`src/common/swk_consts.svh`:
```
// Functional notes
// - Wake-up key sequence holds at most six keys, leading from Doze to Active.
// - With the sequence enabled, stay in Doze until all keys match in order or a bus command arrives.
// - A wrong validated key discards progress; entry restarts at the first key.
// - A key counts only after touch then release; touch alone does not advance.
// - Complete correct sequence moves Doze to Active, never one stray activation.
// - With the sequence disabled, only a general input or bus command ends Doze.
// - Eight general pins each act as input, output or PWM output; inputs may wake.
`ifndef SWK_CONSTS_SVH
`define SWK_CONSTS_SVH
`define SWK_MAX_KEYS 6
`define SWK_KEY_W 3
`define SWK_POS_W 3
`define SWK_GPIO_N 8
`define SWK_PWM_W 8
`define SWK_MODE_W 2
`define SWK_MODE_IN 2'h0
`define SWK_MODE_OUT 2'h1
`define SWK_MODE_PWM 2'h2
`define SWK_POS_FIRST 3'h0
`endif

```
`src/common/swk_pkg.sv`:
```
`include "swk_consts.svh"
package swk_pkg;
   typedef enum logic {SWK_DOZE, SWK_ACTIVE} swk_power_t;
   // One touch or release key event from the button detection
   typedef struct packed
   {
      logic touch;
      logic release_ev;
      logic [`SWK_KEY_W-1:0] key;
   } swk_key_ev_t;
endpackage

```
`src/rtl/swk_gpio_pin.sv`:
```
`timescale 1ns/1ps
`default_nettype none
`include "swk_consts.svh"
module swk_gpio_pin
   import swk_pkg::*;
(
   input wire logic clk_in,
   input wire logic srst_in,
   input wire logic [`SWK_MODE_W-1:0] mode_in,
   input wire logic out_level_in,
   input wire logic [`SWK_PWM_W-1:0] duty_in,
   input wire logic pin_in,
   input wire logic [`SWK_PWM_W-1:0] pwm_cnt_in,
   output logic pin_out,
   output logic pin_oe_n_out,
   output logic in_rise_out
);
   logic [2:0] sync_q;
   logic [2:0] sync_d;
   logic level_q;
   logic level_d;
   logic drv_q;
   logic drv_d;
   logic oe_n_q;
   logic oe_n_d;

   // Three-stage sampler; a change counts once stages two and three agree
   always_comb
   begin
      sync_d = {sync_q[1:0], pin_in};
      level_d = level_q;
      if (sync_q[1] == sync_q[2])
      begin
         level_d = sync_q[2];
      end
      drv_d = 1'b0;
      oe_n_d = 1'b1;
      unique case (mode_in)
         `SWK_MODE_OUT:
         begin
            drv_d = out_level_in;
            oe_n_d = 1'b0;
         end
         `SWK_MODE_PWM:
         begin
            drv_d = (pwm_cnt_in < duty_in);
            oe_n_d = 1'b0;
         end
         default:
         begin
            drv_d = 1'b0;
            oe_n_d = 1'b1;
         end
      endcase
   end

   always_ff @(posedge clk_in)
   begin
      if (srst_in)
      begin
         sync_q <= 3'h0;
         level_q <= 1'b0;
         drv_q <= 1'b0;
         oe_n_q <= 1'b1;
      end
      else
      begin
         sync_q <= sync_d;
         level_q <= level_d;
         drv_q <= drv_d;
         oe_n_q <= oe_n_d;
      end
   end

   assign pin_out = drv_q;
   assign pin_oe_n_out = oe_n_q;
   // Wake only counts while the pin is an input
   assign in_rise_out = (mode_in == `SWK_MODE_IN) && level_d && !level_q;
endmodule
`default_nettype wire

```
`src/rtl/swk_wake_seq.sv`:
```
`timescale 1ns/1ps
`default_nettype none
`include "swk_consts.svh"
module swk_wake_seq
   import swk_pkg::*;
#(
   parameter int MAX_KEYS = `SWK_MAX_KEYS,
   parameter int GPIO_N = `SWK_GPIO_N
)
(
   input wire logic CORE_CLK_IN,
   input wire logic SRST_IN,
   input wire logic SEQ_ENABLE_IN,
   input wire logic [`SWK_POS_W-1:0] SEQ_LEN_IN,
   input wire logic [MAX_KEYS*`SWK_KEY_W-1:0] SEQ_KEYS_IN,
   input wire swk_key_ev_t KEY_EV_IN,
   input wire logic BUS_WAKE_IN,
   input wire logic SLEEP_REQ_IN,
   input wire logic [GPIO_N*`SWK_MODE_W-1:0] GPIO_MODE_IN,
   input wire logic [GPIO_N-1:0] GPIO_OUT_LEVEL_IN,
   input wire logic [GPIO_N*`SWK_PWM_W-1:0] GPIO_DUTY_IN,
   input wire logic [GPIO_N-1:0] GPIO_WAKE_EN_IN,
   input wire logic [GPIO_N-1:0] GPIO_PIN_IN,
   output logic [GPIO_N-1:0] GPIO_PIN_OUT,
   output logic [GPIO_N-1:0] GPIO_PIN_OE_N_OUT,
   output logic ACTIVE_OUT,
   output logic [`SWK_POS_W-1:0] SEQ_POS_OUT,
   output logic WAKE_EVENT_OUT
);
   ////////////////////////////////////////////////////////////////////////////
   // State
   swk_power_t power_q;
   swk_power_t power_d;
   logic [`SWK_POS_W-1:0] pos_q;
   logic [`SWK_POS_W-1:0] pos_d;
   logic armed_q;
   logic armed_d;
   logic [`SWK_KEY_W-1:0] armed_key_q;
   logic [`SWK_KEY_W-1:0] armed_key_d;
   logic [`SWK_PWM_W-1:0] pwm_cnt_q;
   logic [`SWK_PWM_W-1:0] pwm_cnt_d;
   logic wake_q;
   logic wake_d;
   logic [GPIO_N-1:0] gpio_rise;
   logic valid_key;
   logic [`SWK_KEY_W-1:0] expected_key;
   logic seq_done;
   logic gpio_wake;
   logic key_match;

   // Expected key at a given position
   function automatic logic [`SWK_KEY_W-1:0] key_at(input logic [`SWK_POS_W-1:0] p);
      key_at = SEQ_KEYS_IN[p*`SWK_KEY_W +: `SWK_KEY_W];
   endfunction

   // Last position of the sequence; a zero or oversize length could never complete,
   // so it is clamped into the slots that exist
   function automatic logic [`SWK_POS_W-1:0] last_pos(input logic [`SWK_POS_W-1:0] len);
      logic [`SWK_POS_W-1:0] n;
      n = len;
      if (len == `SWK_POS_FIRST)
      begin
         n = `SWK_POS_W'(1);
      end
      else if (len > `SWK_POS_W'(MAX_KEYS))
      begin
         n = `SWK_POS_W'(MAX_KEYS);
      end
      last_pos = n - `SWK_POS_W'(1);
   endfunction

   ////////////////////////////////////////////////////////////////////////////
   // General-purpose pins
   genvar g;
   generate
      for (g = 0; g < GPIO_N; g++)
      begin : gen_pin
         swk_gpio_pin u_pin
         (
            .clk_in(CORE_CLK_IN),
            .srst_in(SRST_IN),
            .mode_in(GPIO_MODE_IN[g*`SWK_MODE_W +: `SWK_MODE_W]),
            .out_level_in(GPIO_OUT_LEVEL_IN[g]),
            .duty_in(GPIO_DUTY_IN[g*`SWK_PWM_W +: `SWK_PWM_W]),
            .pin_in(GPIO_PIN_IN[g]),
            .pwm_cnt_in(pwm_cnt_q),
            .pin_out(GPIO_PIN_OUT[g]),
            .pin_oe_n_out(GPIO_PIN_OE_N_OUT[g]),
            .in_rise_out(gpio_rise[g])
         );
      end
   endgenerate

   ////////////////////////////////////////////////////////////////////////////
   // Shared PWM counter; one count for all pins keeps them in phase, traded against
   // any per-pin phase offset
   always_comb
   begin
      pwm_cnt_d = pwm_cnt_q + `SWK_PWM_W'(1);
   end

   // PWM counter register
   always_ff @(posedge CORE_CLK_IN)
   begin
      if (SRST_IN)
      begin
         pwm_cnt_q <= `SWK_PWM_W'(0);
      end
      else
      begin
         pwm_cnt_q <= pwm_cnt_d;
      end
   end

   ////////////////////////////////////////////////////////////////////////////
   // Key validation: a touch arms its key and only the matching release validates it,
   // so a sensor that never lets go can never move the sequence on
   always_comb
   begin
      armed_d = armed_q;
      armed_key_d = armed_key_q;
      valid_key = 1'b0;
      if (KEY_EV_IN.touch)
      begin
         armed_d = 1'b1;
         armed_key_d = KEY_EV_IN.key;
      end
      else if (KEY_EV_IN.release_ev && armed_q && (KEY_EV_IN.key == armed_key_q))
      begin
         valid_key = 1'b1;
         armed_d = 1'b0;
      end
      // A touch still armed from Active must not count in the next Doze
      if ((power_q == SWK_ACTIVE) && SLEEP_REQ_IN)
      begin
         armed_d = 1'b0;
      end
   end

   // Armed key registers
   always_ff @(posedge CORE_CLK_IN)
   begin
      if (SRST_IN)
      begin
         armed_q <= 1'b0;
         armed_key_q <= `SWK_KEY_W'(0);
      end
      else
      begin
         armed_q <= armed_d;
         armed_key_q <= armed_key_d;
      end
   end

   ////////////////////////////////////////////////////////////////////////////
   // Sequence matching and power mode
   always_comb
   begin
      pos_d = pos_q;
      power_d = power_q;
      wake_d = 1'b0;
      expected_key = key_at(pos_q);
      gpio_wake = |(gpio_rise & GPIO_WAKE_EN_IN);
      key_match = valid_key && (KEY_EV_IN.key == expected_key);
      // The last key of the sequence completes it instead of advancing
      seq_done = key_match && (pos_q >= last_pos(SEQ_LEN_IN));
      unique case (power_q)
         SWK_DOZE:
         begin
            if (SEQ_ENABLE_IN)
            begin
               // Bus command still wakes; pin rises are ignored while the keys guard Doze
               if (seq_done || BUS_WAKE_IN)
               begin
                  power_d = SWK_ACTIVE;
                  wake_d = 1'b1;
               end
               else if (key_match)
               begin
                  pos_d = pos_q + `SWK_POS_W'(1);
               end
               else if (valid_key)
               begin
                  // Not retried as the first key: a stray press always costs a full restart
                  pos_d = `SWK_POS_FIRST;
               end
               else
               begin
                  pos_d = pos_q;
               end
            end
            else if (gpio_wake || BUS_WAKE_IN)
            begin
               power_d = SWK_ACTIVE;
               wake_d = 1'b1;
            end
         end
         SWK_ACTIVE:
         begin
            if (SLEEP_REQ_IN)
            begin
               power_d = SWK_DOZE;
               pos_d = `SWK_POS_FIRST;
            end
         end
      endcase
   end

   // Registers; reset lands in Doze with matching at its first key
   always_ff @(posedge CORE_CLK_IN)
   begin
      if (SRST_IN)
      begin
         power_q <= SWK_DOZE;
         pos_q <= `SWK_POS_FIRST;
         wake_q <= 1'b0;
      end
      else
      begin
         power_q <= power_d;
         pos_q <= pos_d;
         wake_q <= wake_d;
      end
   end

   assign ACTIVE_OUT = (power_q == SWK_ACTIVE);
   assign SEQ_POS_OUT = pos_q;
   assign WAKE_EVENT_OUT = wake_q;
endmodule
`default_nettype wire

```
`config.mk`:
```
export PLATFORM = sky130hd
export DESIGN_NAME = swk_wake_seq
export DESIGN_NICKNAME = d
export VERILOG_FILES = /design/src/common/swk_pkg.sv /design/src/rtl/swk_gpio_pin.sv /design/src/rtl/swk_wake_seq.sv
export VERILOG_INCLUDE_DIRS = /design/src /design/src/common
export SDC_FILE = /design/constraint.sdc
export NUM_CORES = 1
export LEC_CHECK = 0
export BUFFER_PORTS_ARGS = -buffer_cell sky130_fd_sc_hd__buf_4
export CORE_UTILIZATION = 40
export DETAILED_ROUTE_END_ITERATION = 12
export PLACE_DENSITY = 0.72
export SLEW_MARGIN = 20
export SYNTH_ARGS = -nofsm -noshare
export SYNTH_HDL_FRONTEND = slang
export SYNTH_SLANG_ARGS = --single-unit
```
`constraint.sdc`:
```
create_clock -name CORE_CLK_IN -period 3.82 [get_ports CORE_CLK_IN]
set_input_delay 0.382 -clock CORE_CLK_IN [delete_from_list [all_inputs] [get_ports CORE_CLK_IN]]
set_output_delay 0.382 -clock CORE_CLK_IN [all_outputs]
set_load 0.01 [all_outputs]
```
==> results of run 1 <==
worst max path at each step:
stage / from / end / slack (ps) / cells after the start
2_1_floorplan: SEQ_POS_OUT[0]$_SDFFE_PP0P_ / SEQ_POS_OUT[2]$_SDFFE_PP0P_ / 1500 / 8
3_5_place_dp: SEQ_POS_OUT[0]$_SDFFE_PP0P_ / SEQ_POS_OUT[2]$_SDFFE_PP0P_ / 1220 / 7
4_1_cts: SEQ_POS_OUT[0]$_SDFFE_PP0P_ / SEQ_POS_OUT[2]$_SDFFE_PP0P_ / 1210 / 7
6_report: SEQ_POS_OUT[0]$_SDFFE_PP0P_ / SEQ_POS_OUT[2]$_SDFFE_PP0P_ / 1230 / 7
5_1_grt: SEQ_POS_OUT[0]$_SDFFE_PP0P_ / SEQ_POS_OUT[2]$_SDFFE_PP0P_ / 1080 / 7
3_3_place_gp: SEQ_POS_OUT[0]$_SDFFE_PP0P_ / SEQ_POS_OUT[2]$_SDFFE_PP0P_ / 1320 / 7
per-layer routing:
layer | global-route usage (%) | part of all wire, %
met1 | 22.9 | 45
met2 | 32.1 | 47
met3 | 4.80 | 6.6
met4 | 4.89 | 0.91
met5 | 0 | 0
worst reg2reg max path: stages, from the launching register on:
cell and delay [ps]:
dfxtp_1 640, mux4_2 560, or2_1 240, and3_4 180, o22ai_2 260, o31ai_2 130, a22o_1 230, mux2_2 250
power groups by stage:
stage                     registers (uW)  logic (uW)  clock network [uW]
after floorplan                      737         164                   0
after global placement               742         301                   0
after detailed placement             744         312                   0
after CTS                            728         314                 645
after global routing                 732         350                 676
final                                727         309                 624
cells by family after synthesis:
logic type,count (synthesis)
AO/OA/AOI/OAI,91
XOR/XNOR,11
adder cells (fa/ha/maj),86
buffers and inverters,101
flip-flops,65
multiplexers,10
AND/OR/NAND/NOR,143
state kept, by name, indices dropped and copies added, names as in the netlist:
signal / flops
armed_q: 1
SEQ_POS_OUT: 3
armed_key_q: 3
ACTIVE_OUT: 1
pwm_cnt_q: 8
gen_pin.u_pin.pin_oe_n_out: 8
gen_pin.u_pin.level_q: 8
WAKE_EVENT_OUT: 1
gen_pin.u_pin.sync_q: 24
gen_pin.u_pin.pin_out: 8
per-stage QoR:
stage	area, um^2	std cells	setup slack [ps]	hold WS [ps]	util [%]
finish	5780	790	1230	250	55.2
global route	5780	790	1080	227	55.2
CTS	5780	790	1210	230	55.2
detailed placement	5570	774	1220	429	53.2
global placement	5570	774	1320	420	53.2
floorplan	4390	507	1500	414	-
final cells by class:
type	instances	area [um^2]
Clock buffer	10	138
Sequential cell	65	1300
Tap cell	136	170
Timing Repair Buffer	155	1160
Inverter	77	289
Multi-Input combinational cell	341	2640
Clock inverter	6	75.1
Fill cell	956	4680
layout by cell type (no fill, tap or decap), types with 2 or more instances in the layout:
cell / n
dfxtp_1: 65
ha_1: 86
clkinv_4: 2
nor4_1: 2
a21oi_1: 38
nor3_1: 12
and3_1: 6
nor2b_1: 33
nand2b_1: 26
o21ai_0: 34
a31o_1: 2
and3b_1: 9
mux4_2: 3
o211ai_1: 8
or2_1: 2
mux2i_1: 6
buf_4: 155
nand2_1: 15
nor2_1: 28
xor2_1: 4
xnor2_1: 6
clkbuf_8: 10
inv_1: 77
nand3_1: 5
==> results.md, run 1 <==
- CP Class: reg -> reg
- Sequential power share: 43.8%
- Tmin final: 2590 ps
- Largest area contributor in the netlist: dfxtp_1
- CTS sink count: 65
- Post-route ant nets: 0
- Setup Viol. Count Final: 0
- Area of the mapped netlist: 4390 um^2
- # DRC: 0
- Critical R2R Launch: SEQ_POS_OUT[0]$_SDFFE_PP0P_
- First-pass DRT Iterations: 4
- Core Area: 10500 um^2
- RSZ-0062 raised after global routing: false
- Most frequent cell after synthesis: ha_1
- Clock transition at path regs: 80 ps
- Max Cap Violations: 0
- Worst-Margin Slew: 567 ps
- Die height: 107 um
- Internal power consumption: 1220 uW
- CTS root buffer: clkbuf_8
- Largest net degree at the start of global routing: 56
- Crit start category: flip-flop
- Post-synthesis cell type count: 41
- Worst path cell trace: mux4_2 > or2_1 > and3_4 > o22ai_2 > o31ai_2 > a22o_1 > mux2_2
- Area growth from synthesis to layout: 31.6%
- Top delay family on crit path: multiplexers
- R2r setup slk: 1230 ps
- Required time of the critical path: 4050 ps
- Largest fanout on the critical path: 10
- Sw Share: 26.7%
- Top Ports: 156
- Initial antenna violation count: 0
- Crit Reg-Reg Endpoint: SEQ_POS_OUT[2]$_SDFFE_PP0P_
- CTS Buffer Depth: 2
- Post-synthesis async set-or-reset flop share: 0%
- GRT overflow: 0
- Postcts setup bufs: 0
- Initial Util: 42.0%
- Run status: completed
- Switching pwr: 443 uW
- Sequential share of the synthesized area: 29.6%
- Clock power frac: 37.6%
- Hold_sp: GPIO_PIN_IN[3]
- Synth cell count leaders: ha_1, inv_1, dfxtp_1, a21oi_1, o21ai_0
- Synth Area in Compound Gates: 12.0%
- Initial DRC count: 140
- Pwr dens: 287 nW/um^2
- Synth area leaders: dfxtp_1, ha_1, inv_1
- Worst Hold Path EP: gen_pin[3].u_pin.sync_q[0]$_SDFF_PP0_
- Post-synthesis cell count: 507
- Total CTS buffers: 9
- Overall power: 1660 uW
- Share of Yosys cell area claimed by the top area cell type: 29.6%
- CP Data Arrival Time: 2830 ps
- P_leak: 0.00304 uW
- Worst-skew pair later-pin latency: 340 ps
- Yosys reg bits: 65
- Worst R2R Path Depth: 7
- Rel. slew slack: 61.7%
- Worst stage delay on the critical path: 640 ps
- Layout Nets: 870
- PostCTS Resize Cnt: 0
- Final Wtd Congestion: 0.761
- Largest family of logic cells by synthesized area: adder cells
- Vias: 3749
- Synthesized area per cell: 8.66 um^2
- Post-synthesis mux area share: 3.16%
- Layout Skew: 15.2 ps
- Worst Hold Depth: 2
- Synth Area in XOR/XNOR: 2.37%
- Port buffer count: 155
- Global-route wire length before repair: 16.9 mm
- Share of layout cells above drive strength 1: 27.7%
- Vias in the first global route: 3797
- Sum Neg Setup Slack: 0 ps
- CP endpoint kind: flip-flop
- Post-synth top flop: dfxtp_1
- Average wire per standard cell: 12.9 um
- Htree depth: 3
- CTS tree: done
- Synth Warn #: 0
- Fin. Hold Viols: 0
- Final HPWL DP: 8.07 mm
- Average vias per placed instance: 4.75
- Die X: 107 um
- Die area: 11400 um^2
- Post-CTS Hold Fix Bufs: 0
- Hold WC Path Type: in -> reg
- Adder-Cell Fraction of Synth Area: 24.5%
- Peak Freq: 386 MHz
- DRT Wirelength: 10.2 mm
- Post-Synth Simple-Gate Area: 18.2%
- Final Cycle Share: 67.9%
- Crit path buffers/inverters: 0
- Rows: 37
- Worst VDD drop: 0.154 mV
- CP max-delay cell: dfxtp_1
- Diodes inserted: 0
- Total GRT Usage: 18.6%
- Post-synth EDFFs: 0
- Final Max Tran Viols: 0
- Gate power share: 18.6%
- Syn_nets: 728
No activity file was read; power rests on OpenSTA's default activity.
==> run 2: changes to the inputs <==
--- a/config.mk
+++ b/config.mk
@@ -9,7 +9,7 @@
 export BUFFER_PORTS_ARGS = -buffer_cell sky130_fd_sc_hd__buf_4
 export CORE_UTILIZATION = 40
 export DETAILED_ROUTE_END_ITERATION = 12
-export PLACE_DENSITY = 0.72
+export PLACE_DENSITY = 0.75
 export SLEW_MARGIN = 20
 export SYNTH_ARGS = -nofsm -noshare
 export SYNTH_HDL_FRONTEND = slang
==> constraint.sdc (replaced) <==
create_clock -name CORE_CLK_IN -period 2.1 [get_ports CORE_CLK_IN]
set_input_delay 0.21 -clock CORE_CLK_IN [delete_from_list [all_inputs] [get_ports CORE_CLK_IN]]
set_output_delay 0.21 -clock CORE_CLK_IN [all_outputs]
set_load 0.01 [all_outputs]
==> run 2 against run 1 <==
The run now ends with negative setup slack left. Sequential power up 82%. Largest power group unchanged. Via count up 2.9%. Total power up 80%. Wire length is 5.2% higher. Utilization grew 1.2 points. Worst hold slack worse by 170 ps.
==> results.md, run 2 (synthesized netlist as in run 1, its figures left out) <==
- CTS tree: done
- Max Cap Violations: 0
- Die X: 107 um
- CTS Buffer Depth: 2
- Largest reg by FF count: gen_pin.u_pin.sync_q
- Max reg flops: 24
- Vias in the first global route: 3930
- Average vias per placed instance: 4.82
- Peak Freq: 456 MHz
- Worst stage delay on the critical path: 520 ps
- DRT Wirelength: 10.7 mm
- Area growth from synthesis to layout: 34.5%
- Filler instances: 974
- Port buffer count: 155
- Initial DRC count: 119
- Share of layout cells above drive strength 1: 30.1%
- Hold WC Path Type: in -> reg
- Required time of the critical path: 2330 ps
- Worst VDD drop: 0.349 mV
- GRT overflow: 0
- # DRC: 0
- Clock transition at path regs: 80 ps
- Pwr dens: 507 nW/um^2
- Failing checks: negative setup slack
- Layout Skew: 8.77 ps
- Worst-Margin Slew: 560 ps
- CTS root buffer: clkbuf_8
- Die height: 107 um
- Rel. slew slack: 62.6%
- Crit start category: flip-flop
- P_leak: 0.00308 uW
- Overall power: 3000 uW
- RSZ-0062 raised after global routing: true
- Largest fanout on the critical path: 4
- Initial Util: 42.0%
- Final Wtd Congestion: 0.908
- First-pass DRT Iterations: 4
- Sum Neg Setup Slack: -115 ps
- Global-route wire length before repair: 17.1 mm
- Tmin final: 2190 ps
- Final Cycle Share: 104%
- Average wire per standard cell: 13.3 um
- Worst path cell trace: mux4_2 > or2_4 > and3_4 > o22ai_4 > o31ai_4 > a22o_1 > mux2_2
- Final worst slack: -94.4 ps
- CTS sink count: 65
- Commonest non-fill, non-tap cell in the layout: buf_4
- Top Ports: 156
- Layout Nets: 880
- Die area: 11400 um^2
- Total GRT Usage: 19.1%
- Htree depth: 3
- Post-route ant nets: 0
- Largest net degree at the start of global routing: 29
- Rows: 37
- CP max-delay cell: mux4_2
- Diodes inserted: 0
- Fin. Hold Viols: 0
- CP Class: reg -> reg
- Final Max Tran Viols: 0
- Vias: 3859
- Commonest non-fill, non-tap cells in the layout: buf_4, ha_1, inv_1
- Setup Viol. Count Final: 2
- CP endpoint kind: flip-flop
- Core Area: 10500 um^2
- Worst-skew pair later-pin latency: 340 ps
- Total CTS buffers: 9
- CP Data Arrival Time: 2420 ps
- Post-CTS Hold Fix Bufs: 0
- Run status: complete, but fails checks
- Initial antenna violation count: 0
- Final HPWL DP: 8.69 mm
## run 2: cell count changes in the layout (fill, tap and decap cells not counted), sizes merged
cell,change
buf,+10
clkinvlp,+2
clkinv,-1
inv,-1
## run 2: layer usage
| layer | vias to the layer above | track usage [%] | wire, um | share of wire [%] |
|---|---|---|---|---|
| met2 | 100 | 34.8 | 5480 | 51 |
| li1 | 1970 | - | - | - |
| met4 | 0 | 9.39 | 386 | 3.6 |
| met1 | 1761 | 20.7 | 4330 | 41 |
| met5 | - | 0 | 0 | 0 |
| met3 | 28 | 4.26 | 475 | 4.4 |
## run 2: cell type report
| cell class | instances | area, um^2 | share of cell area (%) |
|---|---|---|---|
| inverters | 77 | 289 | 4.89 |
| repair buffers | 165 | 1240 | 21.0 |
| flip-flops and latches | 65 | 1310 | 22.1 |
| clock buffers | 10 | 138 | 2.33 |
| multi-input cells | 341 | 2700 | 45.7 |
| clock inverters | 6 | 66.3 | 1.12 |
| well taps | 136 | 170 | 2.88 |
## run 2: what timing repair did
item,in CTS,in global routing
setup buffers,0,0
endpoints found under the setup margin,5,5
resized for setup,2,8
pin swaps,2,5
cloned,0,0
## run 2: worst paths after layout
| kind | start | end | slack [ps] | depth (start not counted) |
|---|---|---|---|---|
| hold / removal | GPIO_PIN_IN[1] | gen_pin[1].u_pin.sync_q[0]$_SDFF_PP0_ | 80 | 2 |
| setup / recovery | SEQ_POS_OUT[0]$_SDFFE_PP0P_ | SEQ_POS_OUT[2]$_SDFFE_PP0P_ | -90 | 7 |
| hold reg to reg | gen_pin[3].u_pin.sync_q[0]$_SDFF_PP0_ | gen_pin[3].u_pin.sync_q[1]$_SDFF_PP0_ | 440 | 1 |
| setup reg to reg | SEQ_POS_OUT[0]$_SDFFE_PP0P_ | SEQ_POS_OUT[2]$_SDFFE_PP0P_ | -90 | 7 |
## run 2: critical path, delay by kind of cell, from the launching register on
kind / cells / cell delay [ps]
AO/OA/AOI/OAI: 3 / 530
multiplexers: 2 / 770
AND/OR/NAND/NOR: 2 / 420
flip-flops: 1 / 370
## run 2: stage by stage
stage	util (%)	instances	cell area [um^2]	setup WS (ps)	hold slack (ps)
floorplan	-	507	4400	-85.2	338
global placement	54.0	784	5650	-45.7	419
detailed placement	54.0	784	5650	-190	424
CTS	56.1	800	5870	-79.3	62.3
global route	56.4	800	5910	-157	71.6
finish	56.4	800	5910	-94.4	77.1
## run 2: power breakdown
part	switching (uW)	internal (uW)	leakage [uW]
Sequential	35.7	1280	0.000534
Combinational	248	348	0.00246
Clock	499	582	0.0000949
==> run 3: changes to the inputs <==
--- a/config.mk
+++ b/config.mk
@@ -7,9 +7,9 @@
 export NUM_CORES = 1
 export LEC_CHECK = 0
 export BUFFER_PORTS_ARGS = -buffer_cell sky130_fd_sc_hd__buf_4
-export CORE_UTILIZATION = 40
+export CORE_UTILIZATION = 46
 export DETAILED_ROUTE_END_ITERATION = 12
-export PLACE_DENSITY = 0.75
+export PLACE_DENSITY = 0.78
 export SLEW_MARGIN = 20
 export SYNTH_ARGS = -nofsm -noshare
 export SYNTH_HDL_FRONTEND = slang
==> run 3 against run 2 <==
The run still ends with negative setup slack left. Via count decreased by 1.2%. Sequential cell count is the same. Worst setup slack lost 15 ps. Global-route usage rose by 3.2 points. Clock power is 5% higher. Non-clock buffer count is 2 higher. Worst hold slack worse by 3.8 ps. Maximum frequency shrank 0.69%. Design area rose by 0.19%. Critical path depth stayed put. Wire length down 1.6%. Highest routed layer unchanged.
==> results.md, run 3 (synthesized netlist as in run 1, its figures left out) <==
- Wl on met1: 4.48 mm
- Share of layout cells above drive strength 1: 30.2%
- Final worst slack: -110 ps
- Gate power share: 19.5%
- Largest fanout on the critical path: 4
- Max Cap Violations: 0
- CTS root buffer: clkbuf_8
- DRT Wirelength: 10.5 mm
- Commonest non-fill, non-tap cell in the layout: buf_4
- Global-route wire length before repair: 17.4 mm
- CTS tree: done
- GRT overflow: 0
- Clock transition at path regs: 80 ps
- Layout Nets: 882
- Initial DRC count: 106
- Crit start category: flip-flop
- Rows: 35
- Max reg flops: 24
- Worst VDD drop: 0.356 mV
- CTS sink count: 65
- # DRC: 0
- P_leak: 0.00310 uW
- CP Class: reg -> reg
- Diodes inserted: 0
- Run status: complete, but fails checks
- CP endpoint kind: flip-flop
- Rel. slew slack: 63.1%
- First-pass DRT Iterations: 7
- Final HPWL DP: 8.52 mm
- Switching pwr: 835 uW
- Pwr dens: 514 nW/um^2
- Worst path cell trace: mux4_2 > or2_4 > and3_4 > o22ai_4 > o31ai_4 > a22o_1 > mux2_2
- Worst-Margin Slew: 553 ps
- Total CTS buffers: 9
- Total GRT Usage: 22.3%
- Final Cycle Share: 105%
- Initial Util: 47.5%
- Average vias per placed instance: 4.79
- Hold WC Path Type: in -> reg
- Sw Share: 27.5%
- Worst stage delay on the critical path: 500 ps
- Worst-skew pair later-pin latency: 350 ps
- Die height: 99.7 um
- Hold_ws: 73.3 ps
- Sum Neg Setup Slack: -133 ps
- Tmin final: 2210 ps
- WL met2: 5.30 mm
- Final std cells w/o fill: 795
- Failing checks: negative setup slack
- Largest net degree at the start of global routing: 45
- Largest reg by FF count: gen_pin.u_pin.sync_q
- Vias in the first global route: 3995
- Final core utilization: 64.0%
- Top sig layer: met4
- Area growth from synthesis to layout: 34.8%
- Average wire per standard cell: 13.2 um
- Commonest non-fill, non-tap cells in the layout: buf_4, ha_1, inv_1
- Post-CTS Hold Fix Bufs: 0
- Die area: 9940 um^2
- Core Area: 9240 um^2
- Setup Viol. Count Final: 2
- # placed instances: 778
- Die X: 99.7 um
- Fin. Hold Viols: 0
- CTS Buffer Depth: 2
- Final Max Tran Viols: 0
- Port buffer count: 155
- Sequential power share: 43.4%
- Htree depth: 3
- Internal power consumption: 2210 uW
- Initial antenna violation count: 0
- Vias: 3811
- Final Wtd Congestion: 0.781
- Clock power frac: 37.1%
- CP max-delay cell: mux4_2
- Peak Freq: 453 MHz
- Layout Skew: 6.88 ps
- RSZ-0062 raised after global routing: true
- Post-route ant nets: 0
- CP Data Arrival Time: 2440 ps
- Required time of the critical path: 2330 ps
- Top Ports: 156
- Met3 wire len: 576 um
## run 3: power groups by stage
| stage | Clock [uW] | Combinational [uW] | Sequential [uW] |
|---|---|---|---|
| floorplan | 0 | 302 | 1340 |
| global placement | 0 | 563 | 1350 |
| detailed placement | 0 | 589 | 1350 |
| CTS | 1160 | 593 | 1320 |
| global route | 1220 | 668 | 1330 |
| finish | 1130 | 592 | 1320 |
## run 3: metal layers
| metal | up-vias | global-route usage (%) |
|---|---|---|
| li1 | 1977 | - |
| met1 | 1716 | 25.3 |
| met2 | 105 | 40.7 |
| met3 | 13 | 4.92 |
| met4 | 0 | 8.03 |
| met5 | - | 0 |
## run 3: worst paths after layout
check | slack [ps] | to | from | depth (start not counted)
setup / recovery | -110 | SEQ_POS_OUT[2]$_SDFFE_PP0P_ | SEQ_POS_OUT[0]$_SDFFE_PP0P_ | 7
hold / removal | 70 | gen_pin[6].u_pin.sync_q[0]$_SDFF_PP0_ | GPIO_PIN_IN[6] | 2
setup reg to reg | -110 | SEQ_POS_OUT[2]$_SDFFE_PP0P_ | SEQ_POS_OUT[0]$_SDFFE_PP0P_ | 7
hold reg to reg | 440 | gen_pin[2].u_pin.sync_q[1]$_SDFF_PP0_ | gen_pin[2].u_pin.sync_q[0]$_SDFF_PP0_ | 1
## run 3: area by class of cell
type                       instances  area [um^2]
clock buffer                       9          124
clock inverter                     7         85.1
fill                             765         3320
inverter                          77          289
multi-input combinational        341         2690
sequential                        65         1310
tap                              129          161
timing repair buffer             167         1270
## run 3: stage by stage
step	total power, uW	area [um^2]	worst slack, ps
3_5_place_dp	1940	5670	-227
2_1_floorplan	1640	4400	-85.2
6_report	3040	5920	-110
5_1_grt	3220	5920	-169
3_3_place_gp	1910	5670	-54.9
4_1_cts	3070	5880	-77.3
## run 3: critical path, delay by kind of cell (launching register included)
| family | cells | cell delay, ps |
|---|---|---|
| compound gates | 3 | 560 |
| flops | 1 | 380 |
| mux | 2 | 750 |
| simple gates | 2 | 410 |
## run 3: timing repair
item,CTS,global route
resized for setup,2,6
endpoints found under the setup margin,5,5
hold endpoints to repair,0,0
pin swaps,0,3
setup buffers,0,1
gates cloned,0,0
